**src/pmd_pkg.sv**
```systemverilog
// Package for the program memory map decoder: address map, vectors,
// configuration layout and register offsets.
// Assumes a single 10 MHz core clock and an APB register port.
package pmd_pkg;

  localparam int          PMD_ADDR_W       = 21;
  localparam int          PMD_EXT_ADDR_W   = 20;
  localparam logic [20:0] PMD_SPACE_TOP    = 21'h1fffff;
  localparam logic [20:0] PMD_RESET_VEC    = 21'h000000;
  localparam logic [20:0] PMD_HI_VEC       = 21'h000008;
  localparam logic [20:0] PMD_LO_VEC       = 21'h000018;

  // Flash sizes and configuration block bases, per size code
  localparam logic [1:0]  PMD_SIZE_64K     = 2'h0;
  localparam logic [1:0]  PMD_SIZE_96K     = 2'h1;
  localparam logic [1:0]  PMD_SIZE_128K    = 2'h2;
  localparam logic [20:0] PMD_TOP_64K      = 21'h010000;
  localparam logic [20:0] PMD_TOP_96K      = 21'h018000;
  localparam logic [20:0] PMD_TOP_128K     = 21'h020000;
  localparam logic [20:0] PMD_CFG_64K      = 21'h00fff8;
  localparam logic [20:0] PMD_CFG_96K      = 21'h017ff8;
  localparam logic [20:0] PMD_CFG_128K     = 21'h01fff8;
  localparam int          PMD_CFG_BYTES    = 8;
  localparam logic [2:0]  PMD_CFG_BYTE_BUS = 3'h4;
  localparam logic [2:0]  PMD_CFG_LAST     = 3'h7;

  // External bus configuration byte layout
  localparam int          PMD_BIT_WAIT     = 7;
  localparam int          PMD_BIT_WIDTH    = 6;
  localparam int          PMD_BIT_MODE_HI  = 5;
  localparam int          PMD_BIT_MODE_LO  = 4;
  localparam int          PMD_BIT_SHIFT    = 3;
  localparam logic [7:0]  PMD_CFG_IMPL     = 8'hf8;
  localparam logic [7:0]  PMD_CFG_RESET    = 8'hf8;

  localparam logic [1:0]  PMD_MODE_ONCHIP  = 2'h3;
  localparam logic [1:0]  PMD_MODE_EXT12   = 2'h2;
  localparam logic [1:0]  PMD_MODE_EXT16   = 2'h1;
  localparam logic [1:0]  PMD_MODE_EXT20   = 2'h0;

  // Bus control register wait field
  localparam int          PMD_WAIT_HI      = 5;
  localparam int          PMD_WAIT_LO      = 4;

  // APB register byte offsets
  localparam logic [7:0]  PMD_OFS_CFG      = 8'h00;
  localparam logic [7:0]  PMD_OFS_BUSCTL   = 8'h04;
  localparam logic [7:0]  PMD_OFS_STATUS   = 8'h08;
  localparam logic [7:0]  PMD_OFS_ADDR     = 8'h0c;
  localparam logic [7:0]  PMD_BUSCTL_RESET = 8'h00;

  typedef enum logic [1:0] {
    PMD_ST_LOAD = 2'b00,
    PMD_ST_RUN  = 2'b01
  } pmd_state_e;

  function automatic logic [20:0] pmd_top(input logic [1:0] sz);
    unique case (sz)
      PMD_SIZE_96K:  pmd_top = PMD_TOP_96K;
      PMD_SIZE_128K: pmd_top = PMD_TOP_128K;
      default:       pmd_top = PMD_TOP_64K;
    endcase
  endfunction : pmd_top

  function automatic logic [20:0] pmd_cfg_base(input logic [1:0] sz);
    unique case (sz)
      PMD_SIZE_96K:  pmd_cfg_base = PMD_CFG_96K;
      PMD_SIZE_128K: pmd_cfg_base = PMD_CFG_128K;
      default:       pmd_cfg_base = PMD_CFG_64K;
    endcase
  endfunction : pmd_cfg_base

endpackage : pmd_pkg

```
**src/pmd_decode.sv**
```systemverilog
// Program memory map decoder: fetch routing, reset-time configuration
// load, external address shaping and an APB status/control port.
// Assumes flash answers reads in the same cycle (combinational data)
// and the external memory answers through ext_rdata in the same cycle.
module pmd_decode
  import pmd_pkg::*;
(
  input  wire  logic        clk,
  input  wire  logic        rst,
  input  wire  logic        pkg_large,
  input  wire  logic [1:0]  flash_size,
  input  wire  logic        fetch_req,
  input  wire  logic [20:0] fetch_addr,
  input  wire  logic        vec_hi,
  input  wire  logic        vec_lo,
  output logic              fetch_valid,
  output logic [15:0]       fetch_data,
  output logic [20:0]       pc_vector,
  output logic              vec_load,
  output logic              flash_req,
  output logic [20:0]       flash_addr,
  input  wire  logic [7:0]  flash_rdata,
  input  wire  logic [15:0] flash_word,
  output logic              ext_req,
  output logic [19:0]       ext_addr,
  input  wire  logic [15:0] ext_rdata,
  output logic              ext_bus_enable,
  output logic [1:0]        ext_addr_width,
  output logic              ext_wide_data,
  output logic              ext_wait_enable,
  output logic [1:0]        ext_wait_count,
  input  wire  logic        data_req,
  input  wire  logic [11:0] data_addr,
  output logic              ram_req,
  output logic [11:0]       ram_addr,
  output logic              config_done,
  input  wire  logic        psel,
  input  wire  logic        penable,
  input  wire  logic        pwrite,
  input  wire  logic [7:0]  paddr,
  input  wire  logic [31:0] pwdata,
  output logic [31:0]       prdata,
  output logic              pready,
  output logic              pslverr
);

  pmd_state_e  state_reg;
  logic [2:0]  byte_idx_reg;
  logic [7:0]  cfg_reg;
  logic [7:0]  busctl_reg;
  logic [20:0] last_addr_reg;
  logic [20:0] top;
  logic        ext_mode;
  logic        in_flash;
  logic        in_ext;
  logic [20:0] shifted;
  logic [20:0] ext_full;
  logic        apb_acc;
  logic        apb_hit;

  assign top = pmd_top(flash_size);

  assign ext_mode = pkg_large && state_reg == PMD_ST_RUN &&
                    cfg_reg[PMD_BIT_MODE_HI:PMD_BIT_MODE_LO] !=
                    PMD_MODE_ONCHIP;

  assign in_flash = fetch_addr < top;
  assign in_ext   = !in_flash && ext_mode;

  assign shifted  = fetch_addr - top;
  assign ext_full = cfg_reg[PMD_BIT_SHIFT] ? shifted : fetch_addr;

  // Configuration load sequencer
  // Copy configuration after reset
  always_ff @(posedge clk) begin
    if (rst) begin
      state_reg    <= PMD_ST_LOAD;
      byte_idx_reg <= 3'h0;
    end else if (state_reg == PMD_ST_LOAD) begin
      byte_idx_reg <= byte_idx_reg + 3'h1;
      if (byte_idx_reg == PMD_CFG_LAST) begin
        state_reg <= PMD_ST_RUN;
      end
    end
  end

  // Ascending byte order, take byte 4 of bytes 0 to 7
  always_ff @(posedge clk) begin
    if (rst) begin
      cfg_reg <= PMD_CFG_RESET;
    end else if (state_reg == PMD_ST_LOAD &&
                 byte_idx_reg == PMD_CFG_BYTE_BUS) begin
      cfg_reg <= pkg_large ? (flash_rdata & PMD_CFG_IMPL) : PMD_CFG_RESET;
    end
  end

  // Bus control register, software writable
  always_ff @(posedge clk) begin
    if (rst) begin
      busctl_reg <= PMD_BUSCTL_RESET;
    end else if (apb_acc && pwrite && paddr == PMD_OFS_BUSCTL) begin
      busctl_reg <= pwdata[7:0];
    end
  end

  // Flash port: loader owns it until done
  // Configuration base by size
  always_comb begin
    if (state_reg == PMD_ST_LOAD) begin
      flash_req  = 1'b1;
      flash_addr = pmd_cfg_base(flash_size) + {18'h0, byte_idx_reg};
    end else begin
      flash_req  = fetch_req && in_flash;
      flash_addr = fetch_addr;
    end
  end

  assign ext_req  = fetch_req && in_ext && state_reg == PMD_ST_RUN;
  assign ext_addr = ext_full[PMD_EXT_ADDR_W-1:0];

  assign config_done     = state_reg == PMD_ST_RUN;
  assign ext_bus_enable  = ext_mode;
  assign ext_addr_width  = cfg_reg[PMD_BIT_MODE_HI:PMD_BIT_MODE_LO];
  assign ext_wide_data   = ext_mode && cfg_reg[PMD_BIT_WIDTH];
  assign ext_wait_enable = ext_mode && !cfg_reg[PMD_BIT_WAIT];
  assign ext_wait_count  = ext_wait_enable ?
                           busctl_reg[PMD_WAIT_HI:PMD_WAIT_LO] : 2'h0;

  // Data RAM on its own port
  assign ram_req  = data_req;
  assign ram_addr = data_addr;

  // Fetch result register
  // Unmapped reads give zero
  always_ff @(posedge clk) begin
    if (rst) begin
      fetch_valid   <= 1'b0;
      fetch_data    <= 16'h0000;
      last_addr_reg <= PMD_RESET_VEC;
    end else begin
      fetch_valid <= fetch_req && state_reg == PMD_ST_RUN;
      if (fetch_req && state_reg == PMD_ST_RUN) begin
        last_addr_reg <= fetch_addr;
        if (in_flash) begin
          fetch_data <= flash_word;
        end else if (in_ext) begin
          fetch_data <= ext_rdata;
        end else begin
          fetch_data <= 16'h0000;
        end
      end
    end
  end

  // Vector selection, reset first
  // Reset vector
  always_ff @(posedge clk) begin
    if (rst) begin
      pc_vector <= PMD_RESET_VEC;
      vec_load  <= 1'b1;
    end else if (vec_hi) begin
      pc_vector <= PMD_HI_VEC;
      vec_load  <= 1'b1;
    end else if (vec_lo) begin
      pc_vector <= PMD_LO_VEC;
      vec_load  <= 1'b1;
    end else begin
      vec_load  <= 1'b0;
    end
  end

  // APB slave, zero wait
  assign apb_acc = psel && penable;
  assign apb_hit = paddr == PMD_OFS_CFG || paddr == PMD_OFS_BUSCTL ||
                   paddr == PMD_OFS_STATUS || paddr == PMD_OFS_ADDR;
  assign pready  = 1'b1;
  assign pslverr = apb_acc && (!apb_hit ||
                   (pwrite && paddr != PMD_OFS_BUSCTL));

  always_comb begin
    prdata = 32'h0000_0000;
    unique case (paddr)
      PMD_OFS_CFG:    prdata = {24'h0, cfg_reg};
      PMD_OFS_BUSCTL: prdata = {24'h0, busctl_reg};
      PMD_OFS_STATUS: prdata = {26'h0, ext_wait_enable, ext_wide_data,
                                ext_bus_enable, pkg_large, flash_size[1],
                                config_done};
      PMD_OFS_ADDR:   prdata = {11'h0, last_addr_reg};
      default:        prdata = 32'h0000_0000;
    endcase
  end

endmodule : pmd_decode

```
**config.mk**
```make
export PLATFORM = sky130hd
export DESIGN_NAME = pmd_decode
export DESIGN_NICKNAME = d
export VERILOG_FILES = /design/src/pmd_pkg.sv /design/src/pmd_decode.sv
export SDC_FILE = /design/constraint.sdc
export NUM_CORES = 1
export LEC_CHECK = 0
export BUFFER_PORTS_ARGS = -buffer_cell sky130_fd_sc_hd__buf_2
export CORE_ASPECT_RATIO = 1.25
export CORE_UTILIZATION = 30
export CTS_BUF_LIST = sky130_fd_sc_hd__clkbuf_8
export CTS_CLUSTER_SIZE = 16
export DETAILED_ROUTE_END_ITERATION = 8
export PLACE_DENSITY = 0.73
export SLEW_MARGIN = 10
export SYNTH_ARGS = -nofsm -noshare
export SYNTH_HDL_FRONTEND = slang
export SYNTH_SLANG_ARGS = --single-unit
```
**constraint.sdc**
```tcl
create_clock -name clk -period 2.29 [get_ports clk]
set_clock_uncertainty 0.1 [all_clocks]
set_input_delay 0 -clock clk [delete_from_list [all_inputs] [get_ports clk]]
set_output_delay 0 -clock clk [all_outputs]
set_load 0.02 [all_outputs]
```
# Yosys cells after proc, flatten, opt, wreduce, memory -nomap -nowiden
# Cells that the tools add are included.
[word_totals]
reg_bits = 61
input_bits = 125
output_inout_bits = 137
wordCells = 64
[classes]
n_addsub = 3
magnitude_cmp = 1
n_eq_ne = 9
n_mux = 14
reduce_logical = 27
[ops]
columns = ["op", "count"]
rows = [
  ["case mux 21 bit (4 select lines)", 1],
  ["two-way mux 21 bit", 2],
  ["case mux 18 bit (2 select lines)", 1],
  ["case mux 17 bit (2 select lines)", 1],
  ["two-way mux 16 bit", 2],
  ["adder 21 x 3 -> 21 bit", 1],
  ["< comparator 21 x 18 -> 1 bit", 1],
  ["two-way mux 20 bit", 1],
  ["subtractor 20 x 18 -> 20 bit", 1],
  ["== test 8 x 4 -> 1 bit (second input constant)", 2],
  ["logical AND 1 bit", 15],
  ["== test 8 x 3 -> 1 bit (second input constant)", 1],
  ["zero test 8 bit", 1],
  ["two-way mux 4 bit", 2],
  ["two-way mux 8 bit", 1],
  ["inequality test 8 x 3 -> 1 bit (second input constant)", 1],
  ["== test 3 bit (second input constant)", 2],
  ["logical OR 1 bit", 4],
  ["adder 3 x 1 -> 3 bit (second input constant)", 1],
  ["zero test 1 bit", 3],
  ["== test 2 x 1 -> 1 bit (second input constant)", 1],
  ["== test 2 bit (second input constant)", 1],
  ["zero test 2 bit", 1],
  ["two-way mux 1 bit", 2],
  ["5 further kinds", 5],
]

# Longest topological paths before layout
# Gate-level depths: netlist (run 1).
[depth]
word_depth = 7
mapped_depth = 9
mapped_depth_nobuf = 8

# Worst setup path after synthesis (run 1)
# OpenSTA, ideal clock, no wires.
[synth_path]
path_kind = "input port to flip-flop"
from = "in flash_size[1]"
to = "reg fetch_data[10]"
setup_ns = 0.057
arrival_time_ns = 1.793
path_slack_ns = 0.340
cell_stages = 9
n_path_buf = 1
cell_sequence = "inv_1 ha_1 ha_1 fa_1 nand2b_1 and3_4 nor4b_4 buf_6 a221o_2"
[synth_between]
elab_chain_len = 7
elab_cells_between_ends = 8
classes_between = "order compare (1); eq/ne (2); mux (3); reduce/logical (2)"
[synth_lines]
columns = ["element", "line_no", "source"]
rows = [
  ["start: declaration", "pmd_decode.sv:11", "input wire logic [1:0] flash_size,"],
  ["== test 2 bit or == test 2 x 1 -> 1 bit (tied branches)", "pmd_pkg.sv:58", "unique case (sz)"],
  ["case mux 18 bit (2 select lines) (*)", "pmd_pkg.sv:58", ""],
  ["< comparator 21 x 18 -> 1 bit (*)", "pmd_decode.sv:67", "assign in_flash = fetch_addr < top;"],
  ["zero test 1 bit", "pmd_decode.sv:68", "assign in_ext = !in_flash && ext_mode;"],
  ["logical AND 1 bit", "pmd_decode.sv:68", ""],
  ["two-way mux 16 bit", "pmd_decode.sv:146", "end else if (in_ext) begin"],
  ["two-way mux 16 bit (*)", "pmd_decode.sv:144", "if (in_flash) begin"],
  ["end signal: assignment", "pmd_decode.sv:145", "fetch_data <= flash_word;"],
  ["end signal: assignment", "pmd_decode.sv:147", "fetch_data <= ext_rdata;"],
  ["end: declaration", "pmd_decode.sv:17", "output logic [15:0] fetch_data,"],
]
# Mark *: on every way between the ends. The rest lies on a longest branch, timed or not.
# A chain may end at the register's enable or synchronous reset.

# Worst setup path after layout (run 1)
[layout_path]
from = "in fetch_addr[15]"
to = "reg fetch_data[11]"
[layout_between]
elab_chain_len = 5
[layout_lines]
columns = ["element", "line_no", "source"]
rows = [
  ["start: declaration", "pmd_decode.sv:13", "input wire logic [20:0] fetch_addr,"],
  ["< comparator 21 x 18 -> 1 bit (*)", "pmd_decode.sv:67", ""],
  ["zero test 1 bit", "pmd_decode.sv:68", ""],
  ["logical AND 1 bit", "pmd_decode.sv:68", ""],
  ["two-way mux 16 bit", "pmd_decode.sv:146", ""],
  ["two-way mux 16 bit (*)", "pmd_decode.sv:144", ""],
]
# Marks and branches as above.

==> flow_summary.json, run 1 <==
{
  "postCtsSetupBuffers": 0,
  "seq_area_frac_synth_pct": 33.5,
  "drc_errors": 26,
  "clock_sink_count": 58,
  "fill_cells": 1036,
  "met1_usage_pct": 18.7,
  "syn_area_sq_um": 3460,
  "largest_reg_flops": 21,
  "port_buffers": 177,
  "antenna_found_initial": 0,
  "clock.fmax_ghz": 0.468,
  "cp-start-kind": "input pin",
  "crit_fanout": 16,
  "synth_warnings": 0,
  "p_int_mw": 1.83,
  "clockBufferDepth": 2,
  "seqPwrFrac_pct": 41.1,
  "final_cell_mix": "176 x buf_2, 95 x dlygate4sd3_1, 58 x dfxtp_1",
  "synth_edf_count": 0,
  "area_growth_pct": 53.0,
  "dieWidth_um": 98.1,
  "drv_cap": 0,
  "drive_gt1_share_pct": 35.7,
  "drv_slew": 0,
  "synth_seq_cells": 58,
  "numCtsBuffers": 9,
  "hold_path.class": "in -> reg",
  "grt_pass1_wl_um": 17100,
  "cp-end-kind": "register",
  "clock_latency_ns": 0.33,
  "cts_tree": "done",
  "tns_ns": 0,
  "critPathArrivalTime_ns": 2.32,
  "drtIter0Drc": 132,
  "p_comb_share_pct": 20.2,
  "h-tree-depth": 3,
  "initial_core_util_pct": 30.9,
  "clockPowerShare_pct": 38.8,
  "finalWeightedCongestion": 0.784,
  "grt_overflow_total": 0,
  "violations": "design-rule violations",
  "netSwitchingPower_uw": 674,
  "coreArea_sq_um": 11200,
  "antenna_cells": 0,
  "relSlewSlack_pct": 36.9,
  "use_met2_pct": 37.0,
  "slowest_delay_ns": 0.58,
  "power_density_nw_per_um2": 473,
  "worstMarginPinSlew_ns": 0.942,
  "cp_top_family": "simple AND/OR/NAND/NOR gates",
  "setup_viol": 0,
  "die-area_sq_um": 12000,
  "gr-usage-met3_pct": 4.93,
  "status": "complete, but fails checks",
  "p_leak_nw": 2.61,
  "avgSynthCellArea_sq_um": 8.51,
  "layout_commonest_cell": "buf_2",
  "die_y_um": 122,
  "core.rowCount": 43,
  "drtAntennaViolNets": 0,
  "slowest_stage": "nor3_4",
  "fin_nets": 779,
  "hold_viol_final": 0,
  "crit_required_ns": 2.47,
  "cts-root-buf": "clkbuf_8",
  "grt_busiest_layer": "met2",
  "grt_max_degree": 31,
  "place_hpwl_um": 7430,
  "vias_per_cell": 4.54,
  "power_mw": 2.51,
  "path_cells": "dlygate4sd3_1, buf_2, inv_1, ha_1, fa_2, nand2b_1, nand3_1, nor3_4, a221o_2",
  "vias": 3562,
  "cts.clk_slew.worst_paths_ns": 0.06,
  "totalWireLength_um": 11400,
  "yosysUniqueCellTypes": 46,
  "synth_cells": 407,
  "ys.flop_type": "dfxtp_1",
  "cp_num_buf_inv": 3,
  "critical_path_class": "in -> reg",
  "grtUsageTotal_pct": 18.8,
  "post_drt_wl_per_cell_um": 14.6,
  "synth-async-reset-ratio_pct": 0,
  "dr.pass1.iters": 9,
  "ios": 262,
  "grt_pass1_vias": 3390,
  "fin_crit_sh_pct": 93.3,
  "min_period_ns": 2.14,
  "rsz0062_at_grt": "no",
  "irDropWorstVdd_uv": 205,
  "swShare_pct": 26.9
}
[metal layers]
layer	part of all wire (%)	vias to the layer above
met5	0	-
met4	1.6	0
met3	6.7	15
met2	54	179
met1	38	1623
li1	-	1745
[cells in the mapped netlist, types with 2 or more instances]
library cell,n,area share (%)
ha_1,8,2.9
mux2_2,7,2.3
nand2b_1,13,2.3
nand3_1,2,0.29
nor2_1,33,3.6
conb_1,2,0.22
nor3_1,3,0.43
nand2_1,52,5.6
mux2i_1,12,3.5
o21ai_0,4,0.58
a221o_2,16,5.2
and2_1,37,6.7
dfxtp_1,58,34
buf_2,5,0.72
buf_4,63,14
inv_1,10,1.1
nand3b_1,2,0.43
a21oi_1,23,3.3
xnor2_1,2,0.51
a211oi_1,2,0.43
a22oi_1,5,1.1
o21bai_1,5,1.1
xor2_1,2,0.51
clkbuf_1,11,1.2
nor3b_1,5,1.1
nor2b_1,5,0.90
[worst reg2reg max path, stage by stage (launching register included)]
cell and delay (ns):
dfxtp_1 0.41, buf_4 0.30, nand2_1 0.15, buf_4 0.25
nand2_1 0.10, a21oi_1 0.06, dlygate4sd3_1 0.58
[power groups by stage]
stage	Clock [mW]	Sequential [mW]	Combinational [mW]
floorplan	0	1.05	0.300
global placement	0	1.05	0.365
detailed placement	0	1.05	0.368
CTS	1.01	1.03	0.498
global route	1.06	1.03	0.547
finish	0.971	1.03	0.506
[stage by stage]
step / cell area, sq um / hold WS (ns) / cells / util [%] / worst slack, ns
5_1_grt: 5300 / 0.142 / 784 / 47.3 / 0.00161
3_5_place_dp: 4140 / -0.0999 / 674 / 37.0 / 0.147
6_report: 5300 / 0.134 / 784 / 47.3 / 0.153
3_3_place_gp: 4140 / -0.0999 / 674 / 37.0 / 0.198
2_1_floorplan: 3570 / -0.0207 / 436 / - / 0.340
4_1_cts: 5290 / 0.116 / 784 / 47.3 / 0.0871
[worst paths after layout]
| path | cells after the start | start | slack (ns) | to |
|---|---|---|---|---|
| worst max register to register | 6 | state_reg[0] | 0.23 | last_addr_reg[9] |
| worst min register to register | 2 | last_addr_reg[16] | 0.35 | last_addr_reg[16] |
| worst max-delay path | 9 | fetch_addr[15] | 0.15 | fetch_data[11] |
| worst min-delay path | 4 | pwrite | 0.13 | busctl_reg[1] |
[cell families (layout without fill, tap and decap cells)]
logic type                 count (synthesis)  count (layout)  share of synthesized area [%]
adders and majority gates                  9               9                           3.47
muxes                                     20              20                           6.40
DFF                                       58              58                           33.5
buffers and inverters                     91             304                           17.1
and+or+nand+nor                          165             165                           25.8
other                                      2              31                          0.217
AOI/OAI and AO/OA                         58              58                           12.4
xor gates and xnor gates                   4               4                           1.01
[area by class of cell]
type	instances	area (sq um)	share of cell area (%)
Multi-Input combinational cell	287	1820	34.4
Clock inverter	3	38.8	0.732
Inverter	10	37.5	0.709
Timing Repair Buffer	279	1900	36.0
Clock buffer	12	165	3.12
Sequential cell	58	1160	21.9
Tap cell	135	169	3.19
[repair_timing]
action | CTS | global route
setup endpoints to repair | 0 | 17
resized for setup | 0 | 2
endpoints found under the hold margin | 67 | 0
hold buffers | 95 | 0
(Power assumes the default switching activity.)
==> run 2: changes to the inputs <==
CORE_MARGIN = 2   (was default)
==> flow_summary.json, run 2 (synthesis results as in run 1) <==
{
  "slowest_stage": "dlygate4sd3_1",
  "irDropWorstVdd_uv": 315,
  "clockPowerShare_pct": 39.0,
  "drtIter0Drc": 148,
  "clock_latency_ns": 0.33,
  "rsz0062_at_grt": "no",
  "die_y_um": 124,
  "power_density_nw_per_um2": 481,
  "p_int_mw": 1.83,
  "port_buffers": 177,
  "numCtsBuffers": 9,
  "drv_slew": 0,
  "grt_pass1_vias": 3529,
  "tns_ns": 0,
  "r2r_setup_slack_ns": 0.37,
  "status": "completed",
  "holdPathEnd": "busctl_reg[5]",
  "ff2ff_path_depth": 5,
  "cp-end-kind": "output pin",
  "setup_viol": 0,
  "largest_reg_flops": 21,
  "clock.fmax_ghz": 0.456,
  "cts_tree": "done",
  "grt_max_degree": 32,
  "cp-start-kind": "input pin",
  "relSlewSlack_pct": 39.1,
  "path_cells": "dlygate4sd3_1, buf_2, inv_1, ha_1, fa_1, nand2b_1, and4b_2, xor2_1, buf_2",
  "hold_viol_final": 0,
  "finalWeightedCongestion": 0.791,
  "critPathArrivalTime_ns": 2.09,
  "seqPwrFrac_pct": 41.0,
  "cts-root-buf": "clkbuf_8",
  "drv_cap": 0,
  "h-tree-depth": 3,
  "netSwitchingPower_uw": 679,
  "grt_pass1_wl_um": 16900,
  "drc_errors": 0,
  "dp.cells": 675,
  "area_growth_pct": 50.7,
  "drive_gt1_share_pct": 36.1,
  "min_period_ns": 2.19,
  "instances_no_fill": 778,
  "post_drt_wl_per_cell_um": 14.5,
  "hold_path_startpoint": "pwrite",
  "vias_per_cell": 4.57,
  "totalWireLength_um": 11300,
  "place_hpwl_um": 7490,
  "antenna_cells": 0,
  "holdWs_ns": 0.147,
  "cpMostUsedCell": "buf_2",
  "grtUsageTotal_pct": 17.8,
  "antenna_found_initial": 0,
  "crit_fanout": 3,
  "swShare_pct": 27.1,
  "p_leak_nw": 2.56,
  "cts.clk_slew.worst_paths_ns": 0.07,
  "coreArea_sq_um": 11200,
  "p_comb_share_pct": 20.0,
  "drtAntennaViolNets": 0,
  "dieWidth_um": 100,
  "vias": 3553,
  "reg2reg_from": "state_reg[0]",
  "worstHoldPathCells": 4,
  "critical_path_class": "in -> out",
  "slowest_delay_ns": 0.53,
  "clock_sink_count": 58,
  "die-area_sq_um": 12400,
  "hold_path.class": "in -> reg",
  "r2r_end": "fetch_data[2]",
  "core.rowCount": 43,
  "layout_commonest_cell": "buf_2",
  "fin_crit_sh_pct": 95.7,
  "crit_required_ns": 2.19,
  "clockBufferDepth": 2,
  "initial_core_util_pct": 30.9,
  "dr.pass1.iters": 6,
  "ios": 262,
  "final_cell_mix": "177 x buf_2, 88 x dlygate4sd3_1, 58 x dfxtp_1",
  "grt_overflow_total": 0,
  "fin_nets": 773,
  "worstMarginPinSlew_ns": 0.910
}
run 2: cell types whose count changed in the layout (fill, tap and decap cells not counted):
cell,delta
dlygate4sd3_1,-7
buf_12,-1
buf_2,+1
buf_4,+1
fa_1,+1
fa_2,-1
run 2: layout make-up:
cell class,instances,area (sq um)
Fill cell,1045,5970
Timing Repair Buffer,273,1830
Inverter,10,37.5
Clock inverter,3,38.8
Multi-Input combinational cell,287,1820
Clock buffer,12,165
Sequential cell,58,1160
Tap cell,135,169
run 2: worst max-delay path by stage:
| stage | end | depth (start not counted) | start |
|---|---|---|---|
| CTS | ext_addr[19] | 9 | fetch_addr[15] |
| global route | ext_addr[19] | 9 | fetch_addr[15] |
| global placement | fetch_data[9] | 10 | flash_size[1] |
| floorplan | fetch_data[10] | 9 | flash_size[1] |
| detailed placement | fetch_data[9] | 10 | flash_size[1] |
| finish | ext_addr[19] | 9 | fetch_addr[15] |
run 2: power groups by stage:
stage | Clock [mW] | Sequential (mW) | Combinational (mW)
floorplan | 0 | 1.05 | 0.300
global placement | 0 | 1.05 | 0.363
detailed placement | 0 | 1.05 | 0.365
CTS | 1.02 | 1.03 | 0.493
global route | 1.07 | 1.03 | 0.539
finish | 0.979 | 1.03 | 0.500
run 2: worst max-delay path, delay by kind of cell:
family	cells	cell delay (ns)
buffers and inverters	4	0.90
AND/OR/NAND/NOR	2	0.44
adder cells (fa/ha/maj)	2	0.62
XOR/XNOR	1	0.12
run 2: repair_timing:
| item | 4_1_cts | 5_1_grt |
|---|---|---|
| hold buffers | 88 | 0 |
| buffers inserted | 0 | 0 |
| endpoints found under the hold margin | 67 | 0 |
| resized for setup | 0 | 0 |
run 2: routing by layer:
metal / vias to the layer above / routed length [um] / track usage (%)
met4: 0 / 304 / 8.30
met3: 23 / 776 / 4.15
met1: 1603 / 4100 / 17.8
met2: 191 / 6080 / 34.5
li1: 1736 / - / -
met5: - / 0 / 0
run 2: per-stage QoR:
step                      power [mW]  setup slack [ns]  util [%]  area [sq um]
after global routing            2.63           0.00756      46.6          5220
after CTS                       2.54             0.103      46.6          5220
final                           2.51            0.0976      46.6          5220
after detailed placement        1.42             0.125      36.9          4130
after floorplan                 1.35             0.340         -          3570
after global placement          1.41             0.145      36.9          4130
